==> src/rtl/msr_pkg.sv <==
// Constants, field layouts and carrier types for the monitor status register bank
package msr_pkg;
   localparam int NUM_PINS  = 8;
   localparam int NUM_CELLS = 16;
   localparam int NUM_NTC   = 8;
   localparam int THR_W     = 4;
   localparam int IDX_W     = 12;
   localparam int ADDR_W    = IDX_W + 2;

   // Most cells allowed in one balancing selection
   localparam int MAX_BAL_CELLS = 8;

   // Register indices; byte address is four times the index
   localparam logic [IDX_W-1:0] IDX_CMP_STATUS = 12'h528;
   localparam logic [IDX_W-1:0] IDX_PIN_LEVEL  = 12'h52a;
   localparam logic [IDX_W-1:0] IDX_BAL_STATUS = 12'h52b;
   localparam logic [IDX_W-1:0] IDX_DEV_STATUS = 12'h52c;
   localparam logic [IDX_W-1:0] IDX_BAL_CTRL   = 12'h600;
   localparam logic [IDX_W-1:0] IDX_CELL_SEL   = 12'h601;

   // Comparison status fields
   localparam int CMP_OPENWIRE_BIT = 2;
   localparam int CMP_SWITCH_BIT   = 1;
   localparam int CMP_CELLAUX_BIT  = 0;

   // Balancing status fields
   localparam int BAL_INVALID_BIT  = 7;
   localparam int BAL_OTPAUSE_BIT  = 6;
   localparam int BAL_PAUSED_BIT   = 5;
   localparam int BAL_RUNNING_BIT  = 3;
   localparam int BAL_ABORT_BIT    = 2;
   localparam int BAL_COMPLETE_BIT = 0;

   // Balance control fields
   localparam int CTRL_BAL_START_BIT = 0;
   localparam int CTRL_CMP_START_BIT = 1;
   localparam int CTRL_PAUSE_BIT     = 2;
   localparam int CTRL_NOADJ_BIT     = 3;
   localparam int CTRL_OTEN_BIT      = 4;
   localparam int CTRL_THR_LSB       = 8;

   // AHB transfer type
   localparam logic [1:0] HTRANS_NONSEQ = 2'b10;
   localparam logic [1:0] HTRANS_SEQ    = 2'b11;

   typedef logic [NUM_NTC-1:0][THR_W-1:0] msr_ntc_t;

   typedef struct packed {
      logic [THR_W-1:0] overtemp_balance_threshold;
      logic             overtemp_balance_ctrl_enable;
      logic             forbid_adjacent_balancing;
      logic             balance_pause_request;
   } msr_ctrl_s;

   typedef struct packed {
      logic bal_openwire_cmp_ready;
      logic bal_switch_cmp_ready;
      logic cell_vs_aux_cmp_ready;
   } msr_cmp_s;

   typedef struct packed {
      logic bal_config_invalid;
      logic overtemp_pause_detect;
      logic balancing_paused;
      logic balancing_running;
      logic balance_fault_abort;
      logic balancing_complete;
   } msr_bal_s;

   typedef struct packed {
      logic all_cells_done;
      logic unmasked_fault;
      logic balance_die_temp_warning;
   } msr_engine_s;

   typedef struct packed {
      msr_ctrl_s              ctrl;
      logic [NUM_CELLS-1:0]   cell_sel;
      msr_cmp_s               cmp;
      msr_bal_s               bal;
      logic [NUM_PINS-1:0]    pins;
      logic                   wr_pend;
      logic [IDX_W-1:0]       wr_idx;
      logic [31:0]            rdata;
      logic                   ready;
      logic                   balance_start;
      logic                   cmp_go;
      logic                   bal_active;
   } msr_state_s;

   localparam msr_state_s MSR_STATE_RST = '{ready: 1'b1, default: '0};

   typedef struct packed {
      logic [NUM_PINS-1:0] stage2;
      logic [NUM_PINS-1:0] stage1;
   } msr_sync_s;
endpackage : msr_pkg

==> src/rtl/msr_bal_check.sv <==
// Balancing selection checker: cell count and adjacency limits
`timescale 1ns/1ps
module msr_bal_check
   import msr_pkg::*;
(
   // Selection
   input  wire logic [msr_pkg::NUM_CELLS-1:0] cell_sel_in,
   input  wire logic                          forbid_adj_in,
   // Verdict
   output logic                               invalid_out
);
   logic [NUM_CELLS-2:0] pair;
   logic [NUM_CELLS-3:0] triple;
   logic [4:0]           count;

   genvar i;
   generate
      for (i = 0; i < NUM_CELLS - 1; i++) begin : g_pair
         assign pair[i] = cell_sel_in[i] & cell_sel_in[i+1];
         if (i < NUM_CELLS - 2) begin : g_triple
            assign triple[i] = pair[i] & cell_sel_in[i+2];
         end
      end
   endgenerate

   assign count = 5'($countones(cell_sel_in));

   always_comb begin
      invalid_out = 1'b0;
      if (count > 5'(MAX_BAL_CELLS)) begin
         invalid_out = 1'b1;
      end
      if (!forbid_adj_in && (|triple)) begin
         invalid_out = 1'b1;
      end
      if (forbid_adj_in && (|pair)) begin
         invalid_out = 1'b1;
      end
   end
endmodule : msr_bal_check

==> src/rtl/msr_pin_sync.sv <==
// Two-stage synchroniser for the general-purpose pin levels
`timescale 1ns/1ps
module msr_pin_sync
   import msr_pkg::*;
(
   // Clock and reset
   input  wire logic                         clk_in,
   input  wire logic                         rstn_in,
   // Pins
   input  wire logic [msr_pkg::NUM_PINS-1:0] pins_in,
   output logic      [msr_pkg::NUM_PINS-1:0] pins_out
);
   msr_sync_s st_q;
   msr_sync_s st_d;

   always_comb begin
      st_d        = st_q;
      st_d.stage1 = pins_in;
      st_d.stage2 = st_q.stage1;
   end

   always_ff @(posedge clk_in or negedge rstn_in) begin
      if (!rstn_in) begin
         st_q <= '0;
      end else begin
         st_q <= st_d;
      end
   end

   assign pins_out = st_q.stage2;
endmodule : msr_pin_sync

==> src/rtl/msr_status_regs.sv <==
// AHB-Lite status register bank for comparison, pin and cell-balancing state
//
// Contract
// - Open-wire comparison ready sets when that comparison ends; a comparison start clears it.
// - Switch comparison ready sets when that comparison ends; a comparison start clears it.
// - Cell-versus-aux ready sets on completion, clears on comparison start, 0 is not ready.
// - Each pin bit shows its pin level, 1 high, 0 low, while that pin is in digital mode.
// - A balance start with more than eight cells selected is refused and flagged invalid.
// - With adjacency forbidding off, more than two adjacent selected cells is invalid.
// - With adjacency forbidding on, any two adjacent selected cells is invalid.
// - The invalid flag is re-evaluated at every balance start, 1 invalid and 0 valid.
// - Overtemp pause detect sets on thermistor over threshold when enabled, or die warning.
// - Paused reads 1 while balancing is paused by overtemp or by the pause request.
// - Running reads 1 from start until done or abort, including while paused.
// - An unmasked fault aborts balancing and sets abort; a balance start clears it.
// - No abort happens while paused; abort on fault returns when the pause ends.
// - Complete sets when all balancing ends; a balance start clears it.
`timescale 1ns/1ps
module msr_status_regs
   import msr_pkg::*;
(
   // Clock and reset
   input  wire logic                          clk_in,
   input  wire logic                          rstn_in,
   // AHB-Lite slave
   input  wire logic                          hsel_in,
   input  wire logic [31:0]                   haddr_in,
   input  wire logic [1:0]                    htrans_in,
   input  wire logic                          hwrite_in,
   input  wire logic [2:0]                    hsize_in,
   input  wire logic [31:0]                   hwdata_in,
   input  wire logic                          hready_in,
   output logic      [31:0]                   hrdata_out,
   output logic                               hreadyout_out,
   output logic                               hresp_out,
   // Comparison engine
   input  wire msr_pkg::msr_cmp_s             cmp_done_in,
   output logic                               cmp_start_out,
   // General-purpose pins
   input  wire logic [msr_pkg::NUM_PINS-1:0]  gpio_pin_in,
   input  wire logic [msr_pkg::NUM_PINS-1:0]  gpio_digital_mode_in,
   // Balancing engine
   input  wire msr_pkg::msr_engine_s          engine_in,
   input  wire msr_pkg::msr_ntc_t             ntc_temp_in,
   input  wire logic [7:0]                    device_status_in,
   output logic      [msr_pkg::NUM_CELLS-1:0] bal_cell_sel_out,
   output logic                               bal_active_out
);
   msr_state_s          st_q;
   msr_state_s          st_d;
   logic [NUM_PINS-1:0] pins_sync;
   logic                cfg_invalid;
   logic                ntc_hot;
   logic                ot_cond;
   logic                addr_ok;
   logic                take;
   logic [IDX_W-1:0]    idx;
   logic [31:0]         rd_mux;

   msr_pin_sync u_pin_sync (
      .clk_in   (clk_in),
      .rstn_in  (rstn_in),
      .pins_in  (gpio_pin_in),
      .pins_out (pins_sync)
   );

   msr_bal_check u_bal_check (
      .cell_sel_in   (st_q.cell_sel),
      .forbid_adj_in (st_q.ctrl.forbid_adjacent_balancing),
      .invalid_out   (cfg_invalid)
   );

   // Any thermistor above threshold
   always_comb begin
      ntc_hot = 1'b0;
      for (int n = 0; n < NUM_NTC; n++) begin
         if (ntc_temp_in[n] > st_q.ctrl.overtemp_balance_threshold) begin
            ntc_hot = 1'b1;
         end
      end
   end

   assign ot_cond = (st_q.ctrl.overtemp_balance_ctrl_enable & ntc_hot)
                    | engine_in.balance_die_temp_warning;

   // Address phase decode
   assign idx     = haddr_in[ADDR_W-1:2];
   assign addr_ok = (haddr_in[31:ADDR_W] == '0) && (haddr_in[1:0] == 2'b00);
   assign take    = hsel_in && hready_in && htrans_in[1];

   // Read data; unused and reserved bits stay zero
   always_comb begin
      rd_mux = '0;
      if (addr_ok) begin
         unique case (idx)
            IDX_CMP_STATUS: begin
               rd_mux[CMP_OPENWIRE_BIT] = st_q.cmp.bal_openwire_cmp_ready;
               rd_mux[CMP_SWITCH_BIT]   = st_q.cmp.bal_switch_cmp_ready;
               rd_mux[CMP_CELLAUX_BIT]  = st_q.cmp.cell_vs_aux_cmp_ready;
            end
            IDX_PIN_LEVEL: begin
               rd_mux[NUM_PINS-1:0] = st_q.pins;
            end
            IDX_BAL_STATUS: begin
               rd_mux[BAL_INVALID_BIT]  = st_q.bal.bal_config_invalid;
               rd_mux[BAL_OTPAUSE_BIT]  = st_q.bal.overtemp_pause_detect;
               rd_mux[BAL_PAUSED_BIT]   = st_q.bal.balancing_paused;
               rd_mux[BAL_RUNNING_BIT]  = st_q.bal.balancing_running;
               rd_mux[BAL_ABORT_BIT]    = st_q.bal.balance_fault_abort;
               rd_mux[BAL_COMPLETE_BIT] = st_q.bal.balancing_complete;
            end
            IDX_DEV_STATUS: begin
               rd_mux[7:0] = device_status_in;
            end
            IDX_BAL_CTRL: begin
               rd_mux[CTRL_PAUSE_BIT] = st_q.ctrl.balance_pause_request;
               rd_mux[CTRL_NOADJ_BIT] = st_q.ctrl.forbid_adjacent_balancing;
               rd_mux[CTRL_OTEN_BIT]  = st_q.ctrl.overtemp_balance_ctrl_enable;
               rd_mux[CTRL_THR_LSB +: THR_W] = st_q.ctrl.overtemp_balance_threshold;
            end
            IDX_CELL_SEL: begin
               rd_mux[NUM_CELLS-1:0] = st_q.cell_sel;
            end
            default: begin
               rd_mux = '0;
            end
         endcase
      end
   end

   always_comb begin
      st_d        = st_q;
      st_d.ready  = 1'b1;
      st_d.balance_start = 1'b0;
      st_d.cmp_go = 1'b0;
      st_d.pins   = pins_sync & gpio_digital_mode_in;

      // Data phase of a write; status registers ignore writes
      if (st_q.wr_pend) begin
         st_d.wr_pend = 1'b0;
         if (st_q.wr_idx == IDX_BAL_CTRL) begin
            st_d.balance_start = hwdata_in[CTRL_BAL_START_BIT];
            st_d.cmp_go = hwdata_in[CTRL_CMP_START_BIT];
            st_d.ctrl.balance_pause_request        = hwdata_in[CTRL_PAUSE_BIT];
            st_d.ctrl.forbid_adjacent_balancing    = hwdata_in[CTRL_NOADJ_BIT];
            st_d.ctrl.overtemp_balance_ctrl_enable = hwdata_in[CTRL_OTEN_BIT];
            st_d.ctrl.overtemp_balance_threshold   = hwdata_in[CTRL_THR_LSB +: THR_W];
         end else if (st_q.wr_idx == IDX_CELL_SEL) begin
            st_d.cell_sel = hwdata_in[NUM_CELLS-1:0];
         end
      end

      // Address phase
      if (take) begin
         if (hwrite_in) begin
            st_d.wr_pend = addr_ok;
            st_d.wr_idx  = idx;
         end else begin
            st_d.rdata = rd_mux;
         end
      end

      // Comparison flags; a completion wins over a same-cycle start
      if (st_q.cmp_go) begin
         st_d.cmp = '0;
      end
      if (cmp_done_in.bal_openwire_cmp_ready) begin
         st_d.cmp.bal_openwire_cmp_ready = 1'b1;
      end
      if (cmp_done_in.bal_switch_cmp_ready) begin
         st_d.cmp.bal_switch_cmp_ready = 1'b1;
      end
      if (cmp_done_in.cell_vs_aux_cmp_ready) begin
         st_d.cmp.cell_vs_aux_cmp_ready = 1'b1;
      end

      // Balancing state
      if (st_q.balance_start) begin
         st_d.bal.bal_config_invalid    = cfg_invalid;
         st_d.bal.balance_fault_abort   = 1'b0;
         st_d.bal.balancing_complete    = 1'b0;
         st_d.bal.overtemp_pause_detect = 1'b0;
         st_d.bal.balancing_paused      = 1'b0;
         st_d.bal.balancing_running     = !cfg_invalid;
      end else if (st_q.bal.balancing_running) begin
         st_d.bal.overtemp_pause_detect = ot_cond;
         st_d.bal.balancing_paused      = ot_cond | st_q.ctrl.balance_pause_request;
         if (engine_in.unmasked_fault && !st_q.bal.balancing_paused) begin
            st_d.bal.balance_fault_abort = 1'b1;
            st_d.bal.balancing_running   = 1'b0;
            st_d.bal.balancing_paused    = 1'b0;
         end else if (engine_in.all_cells_done && !st_q.bal.balancing_paused) begin
            st_d.bal.balancing_complete = 1'b1;
            st_d.bal.balancing_running  = 1'b0;
            st_d.bal.balancing_paused   = 1'b0;
         end
      end else begin
         st_d.bal.balancing_paused = 1'b0;
      end
      st_d.bal_active = st_d.bal.balancing_running & !st_d.bal.balancing_paused;
   end

   always_ff @(posedge clk_in or negedge rstn_in) begin
      if (!rstn_in) begin
         st_q <= MSR_STATE_RST;
      end else begin
         st_q <= st_d;
      end
   end

   assign hrdata_out       = st_q.rdata;
   assign hreadyout_out    = st_q.ready;
   assign hresp_out        = st_q.wr_pend & 1'b0;
   assign cmp_start_out    = st_q.cmp_go;
   assign bal_cell_sel_out = st_q.cell_sel;
   assign bal_active_out   = st_q.bal_active;
endmodule : msr_status_regs
==> config.mk <==
export PLATFORM = sky130hd
export DESIGN_NAME = msr_status_regs
export DESIGN_NICKNAME = d
export VERILOG_FILES = /design/src/rtl/msr_pkg.sv /design/src/rtl/msr_bal_check.sv /design/src/rtl/msr_pin_sync.sv /design/src/rtl/msr_status_regs.sv
export SDC_FILE = /design/constraint.sdc
export NUM_CORES = 1
export LEC_CHECK = 0
export BUFFER_PORTS_ARGS = -buffer_cell sky130_fd_sc_hd__buf_4
export CORE_MARGIN = 3
export CORE_UTILIZATION = 46
export CTS_CLUSTER_DIAMETER = 60
export DETAILED_ROUTE_END_ITERATION = 8
export PLACE_DENSITY = 0.8
export SETUP_SLACK_MARGIN = 0.2
export SLEW_MARGIN = 20
export SYNTH_ARGS = -nofsm -noshare
export SYNTH_HDL_FRONTEND = slang
export SYNTH_HIERARCHICAL = 1
export SYNTH_SLANG_ARGS = --single-unit
==> constraint.sdc <==
create_clock -name clk_in -period 4.4 [get_ports clk_in]
set_clock_uncertainty 0.1 [all_clocks]
set_input_delay 0.88 -clock clk_in [delete_from_list [all_inputs] [get_ports clk_in]]
set_output_delay 0.88 -clock clk_in [all_outputs]
set_load 0.1 [all_outputs]
==> Implementation_results.wiki <==
{| class="wikitable"
! Metric !! Value
|-
| Rel. slew slack || 0.3732
|-
| Leading area contributor after synthesis || sky130_fd_sc_hd__dfrtp_1
|-
| Antenna cells || 0
|-
| Sequential cell area || 2202 sq um
|-
| Nature of the critical path endpoint || register
|-
| Critical Path, Cell by Cell || inv_2 -> fa_1 -> fa_1 -> fa_1 -> inv_1 -> ha_2 -> fa_1 -> inv_2 -> fa_1 -> or3b_4 -> o221ai_2 -> o31ai_2 -> a21oi_2 -> o21ai_2 -> mux2_4
|-
| Via count of the first global-routing pass || 4,329
|-
| Leak Pwr || 3.359 nW
|-
| Final Max Slew Viols || 0
|-
| Maximum achievable frequency || 216.3 MHz
|-
| DRC viols || 0
|-
| Final RePlAce weighted congestion || 0.8538
|-
| Final Setup Violations || 3
|-
| Data required time of the worst path || 4.53 ns
|-
| Setup slack after placement || -0.2446 ns
|-
| Clock-pin slew on the worst setup and hold paths || 0.06 ns
|-
| Number of maximum-capacitance constraint violations || 0
|-
| Buffers from clock root to sink, at most || 2
|-
| Via-per-instance ratio || 5.426
|-
| Net count reported at finish || 821
|-
| Failing checks || setup timing
|-
| Power per cell area || 340.8 nW/um^2
|-
| Worst hold-check path type || register to register
|-
| Post-synthesis instance total || 500
|-
| Drt pass-1 iters || 7
|-
| Run status || complete, but fails checks
|-
| Maximum level of the CTS H-tree || 3
|-
| Number of cell rows || 38
|-
| Critical path type || register to register
|-
| Setup ws final || -0.2228 ns
|-
| Post-Route WL || 13.06 mm
|-
| Least-Margin Pin Slew || 0.9373 ns
|-
| Sequential-to-total area share from yosys stat || 0.4186
|-
| TritonCTS buffer count || 9
|-
| Slowest stage cell, crit path || sky130_fd_sc_hd__fa_1
|-
| Top post-synthesis cells by area || sky130_fd_sc_hd__dfrtp_1, sky130_fd_sc_hd__ha_1, sky130_fd_sc_hd__buf_4
|-
| Area added between synthesis and finish || 25.76%
|-
| Multi-input combinational cell area || 2512 sq um
|-
| Commonest register cell after synthesis || sky130_fd_sc_hd__dfrtp_1
|-
| Kind of launch point of the worst setup path || register
|-
| Quantity of I/O buffers inserted on ports || 149
|-
| Number of synthesized register bits || 88
|-
| Floorplan die width || 112.9 um
|-
| Fill cell count || 912
|-
| Portion of synthesized cell area occupied by the leading cell type || 0.4186
|-
| Final worst path period need || 4.623 ns
|-
| Final Cycle Share || 1.051
|-
| CTS hold repair buffers || 0
|-
| Ys Warns || 6
|-
| Post-synthesis area per instance || 10.52 sq um
|-
| Remaining antenna violation count || 0
|-
| Most common cell type on the critical path || sky130_fd_sc_hd__fa_1
|-
| Core Region || 10,980 sq um
|-
| Number of sinks on the clock net || 88
|-
| Share of layout cells above drive strength 1 || 0.3564
|-
| Root Buffer || sky130_fd_sc_hd__clkbuf_16
|-
| Antenna violations before repair || 0
|-
| Area enclosed by the die boundary || 12,750 sq um
|-
| Count of flip-flops with a built-in enable after synthesis || 0
|-
| Overall power consumption || 2.255 mW
|-
| Total routing resource utilization after global routing || 0.2017
|-
| Worst path max stage delay || 0.56 ns
|-
| Clk Latency, worst-skew pair || 0.34 ns
|-
| Non-filler instance count after layout || 777
|-
| Average routed wire per standard cell || 16.81 um
|-
| VDD IR-drop max || 0.1777 mV
|-
| Number of top-level design ports || 188
|-
| Cell Count Post-Placement || 759
|-
| Violation count after the first detailed-route iteration || 264
|-
| Summed instance area of the synthesized netlist || 5260 sq um
|-
| TritonCTS clock tree || yes
|-
| DPL Wire Length || 10.22 mm
|-
| Total count of hold-check failures in the final report || 0
|-
| Overall via count from detail_route || 4,216
|-
| Initial Utilization || 0.4789
|-
| Top fanout value on the critical path || 2
|-
| Pin count of the biggest net entering global routing || 89
|-
| Setup repair after global routing missed its margin || true
|-
| Residual overflow from global routing || 0
|-
| Signal arrival time at the worst endpoint || 4.75 ns
|-
| Worst reg2reg setup slack || -0.22 ns
|-
| Synth async-reset ratio || 1.000
|-
| Height of the die || 112.9 um
|-
| Distinct cells, synth || 59
|-
| Global-route wire length before repair || 20.55 mm
|}
## through the flow
step | area [sq um] | hold slack, ns | setup TNS, ns | utilization
detailed placement | 6281 | 0.2347 | -0.6327 | 0.5719
finish | 6615 | 0.2471 | -0.5243 | 0.6023
global placement | 6281 | 0.2316 | -0.2522 | 0.5719
CTS | 6591 | 0.2486 | -0.5202 | 0.6001
global route | 6615 | 0.2547 | -0.8583 | 0.6023
floorplan | 5325 | 0.2312 | -0.03256 | -
## layer usage
metal | global-route usage | up-vias | wire [um]
li1 | - | 1957 | -
met1 | 0.2398 | 2071 | 5141
met2 | 0.3562 | 167 | 6718
met3 | 0.04706 | 21 | 942
met4 | 0.07292 | 0 | 261
met5 | 0 | - | 0
## synthesized netlist by cell type (all sizes together) (2+ instances only)
cell type and instances:
nor4 7, a21oi 31, nand2 26, conb 2
a221oi 3, nor4b 2, nand3 3, nand4b 3
inv 59, a21boi 3, dfrtp 88, nor3 3
or4 4, o31a 2, a22oi 4, and2 10
nor2 20, buf 52, ha 44, clkbuf 5
mux2 30, a22o 5, mux2i 6, nand3b 2
a222oi 7, o21ai 31, nor2b 6, fa 9
o211ai 2, nand4 11, a21o 4
## flip-flops by register name, indices dropped and copies added, names as in the netlist
name                 flops
hrdata_out              16
u_pin_sync/pins_out      8
bal_active_out           1
st_q                    38
cmp_start_out            1
u_pin_sync/st_d          8
bal_cell_sel_out        16
## worst paths after layout
check | depth (start not counted) | end | startpoint
min in group asynchronous | 1 | st_q[46] | rstn_in
max reg2reg | 15 | st_q[62] | bal_cell_sel_out[1]
min | 0 | u_pin_sync/pins_out[2] | u_pin_sync/st_d[10]
max | 15 | st_q[62] | bal_cell_sel_out[1]
min reg2reg | 0 | u_pin_sync/pins_out[2] | u_pin_sync/st_d[10]
max in group asynchronous | 1 | bal_cell_sel_out[13] | rstn_in
## power breakdown
| group | internal, mW | leakage, nW | total, mW | switching [mW] |
|---|---|---|---|---|
| logic | 0.277 | 2.15 | 0.648 | 0.370 |
| registers | 0.854 | 1.08 | 0.880 | 0.0262 |
| clock network | 0.416 | 0.132 | 0.727 | 0.311 |
## layout by cell type, fill, tap and decap left out, drive strengths merged, types with 2 or more instances in the layout
cell type,netlist,routed
buf,52,162
dfrtp,88,88
inv,59,60
ha,44,44
a21oi,31,31
o21ai,31,31
mux2,30,30
nand2,26,26
nor2,20,20
conb,2,18
clkbuf,5,13
nand4,11,11
and2,10,10
fa,9,9
a222oi,7,7
nor4,7,7
mux2i,6,6
nor2b,6,6
a22o,5,5
a22oi,4,4
a21o,4,4
or4,4,4
nand3,3,3
a21boi,3,3
a221oi,3,3
nand4b,3,3
nor3,3,3
nor4b,2,2
o31a,2,2
clkinvlp,0,2
o211ai,2,2
nand3b,2,2
## area by class of cell
| cell class | count | share of cell area |
|---|---|---|
| flip-flops and latches | 88 | 0.3329 |
| clock inverters | 3 | 0.003594 |
| well taps | 140 | 0.02648 |
| clock buffers | 13 | 0.03934 |
| repair buffers | 162 | 0.1844 |
| inverters | 59 | 0.03348 |
| multi-input cells | 312 | 0.3798 |
## cells by family (layout without fill, tap and decap cells)
family / count (synthesis) / in the layout / synth area share
AND/OR/NAND/NOR: 101 / 101 / 0.1156
adder cells (fa/ha/maj): 53 / 53 / 0.1389
multiplexers: 36 / 36 / 0.07564
other: 2 / 18 / 0.001428
XOR/XNOR: 2 / 2 / 0.003331
flip-flops: 88 / 88 / 0.4186
buffers and inverters: 116 / 237 / 0.1220
AO/OA/AOI/OAI: 102 / 102 / 0.1244
## critical path: cells and delay by family, from the launching register on
kind,cells,cell delay (ns)
compound gates,4,0.56
fa+ha+maj,6,2.69
buf+inv,3,0.15
flops,1,0.36
mux,1,0.28
simple gates,1,0.39
## what timing repair did
| item | in CTS | in global routing |
|---|---|---|
| pin swaps | 2 | 2 |
| endpoints found under the setup margin | 3 | 3 |
| hold endpoints to repair | 0 | 0 |
| setup buffers | 1 | 1 |
| gates resized for setup | 4 | 4 |
Note: power is estimated with default switching activity, not from simulation.
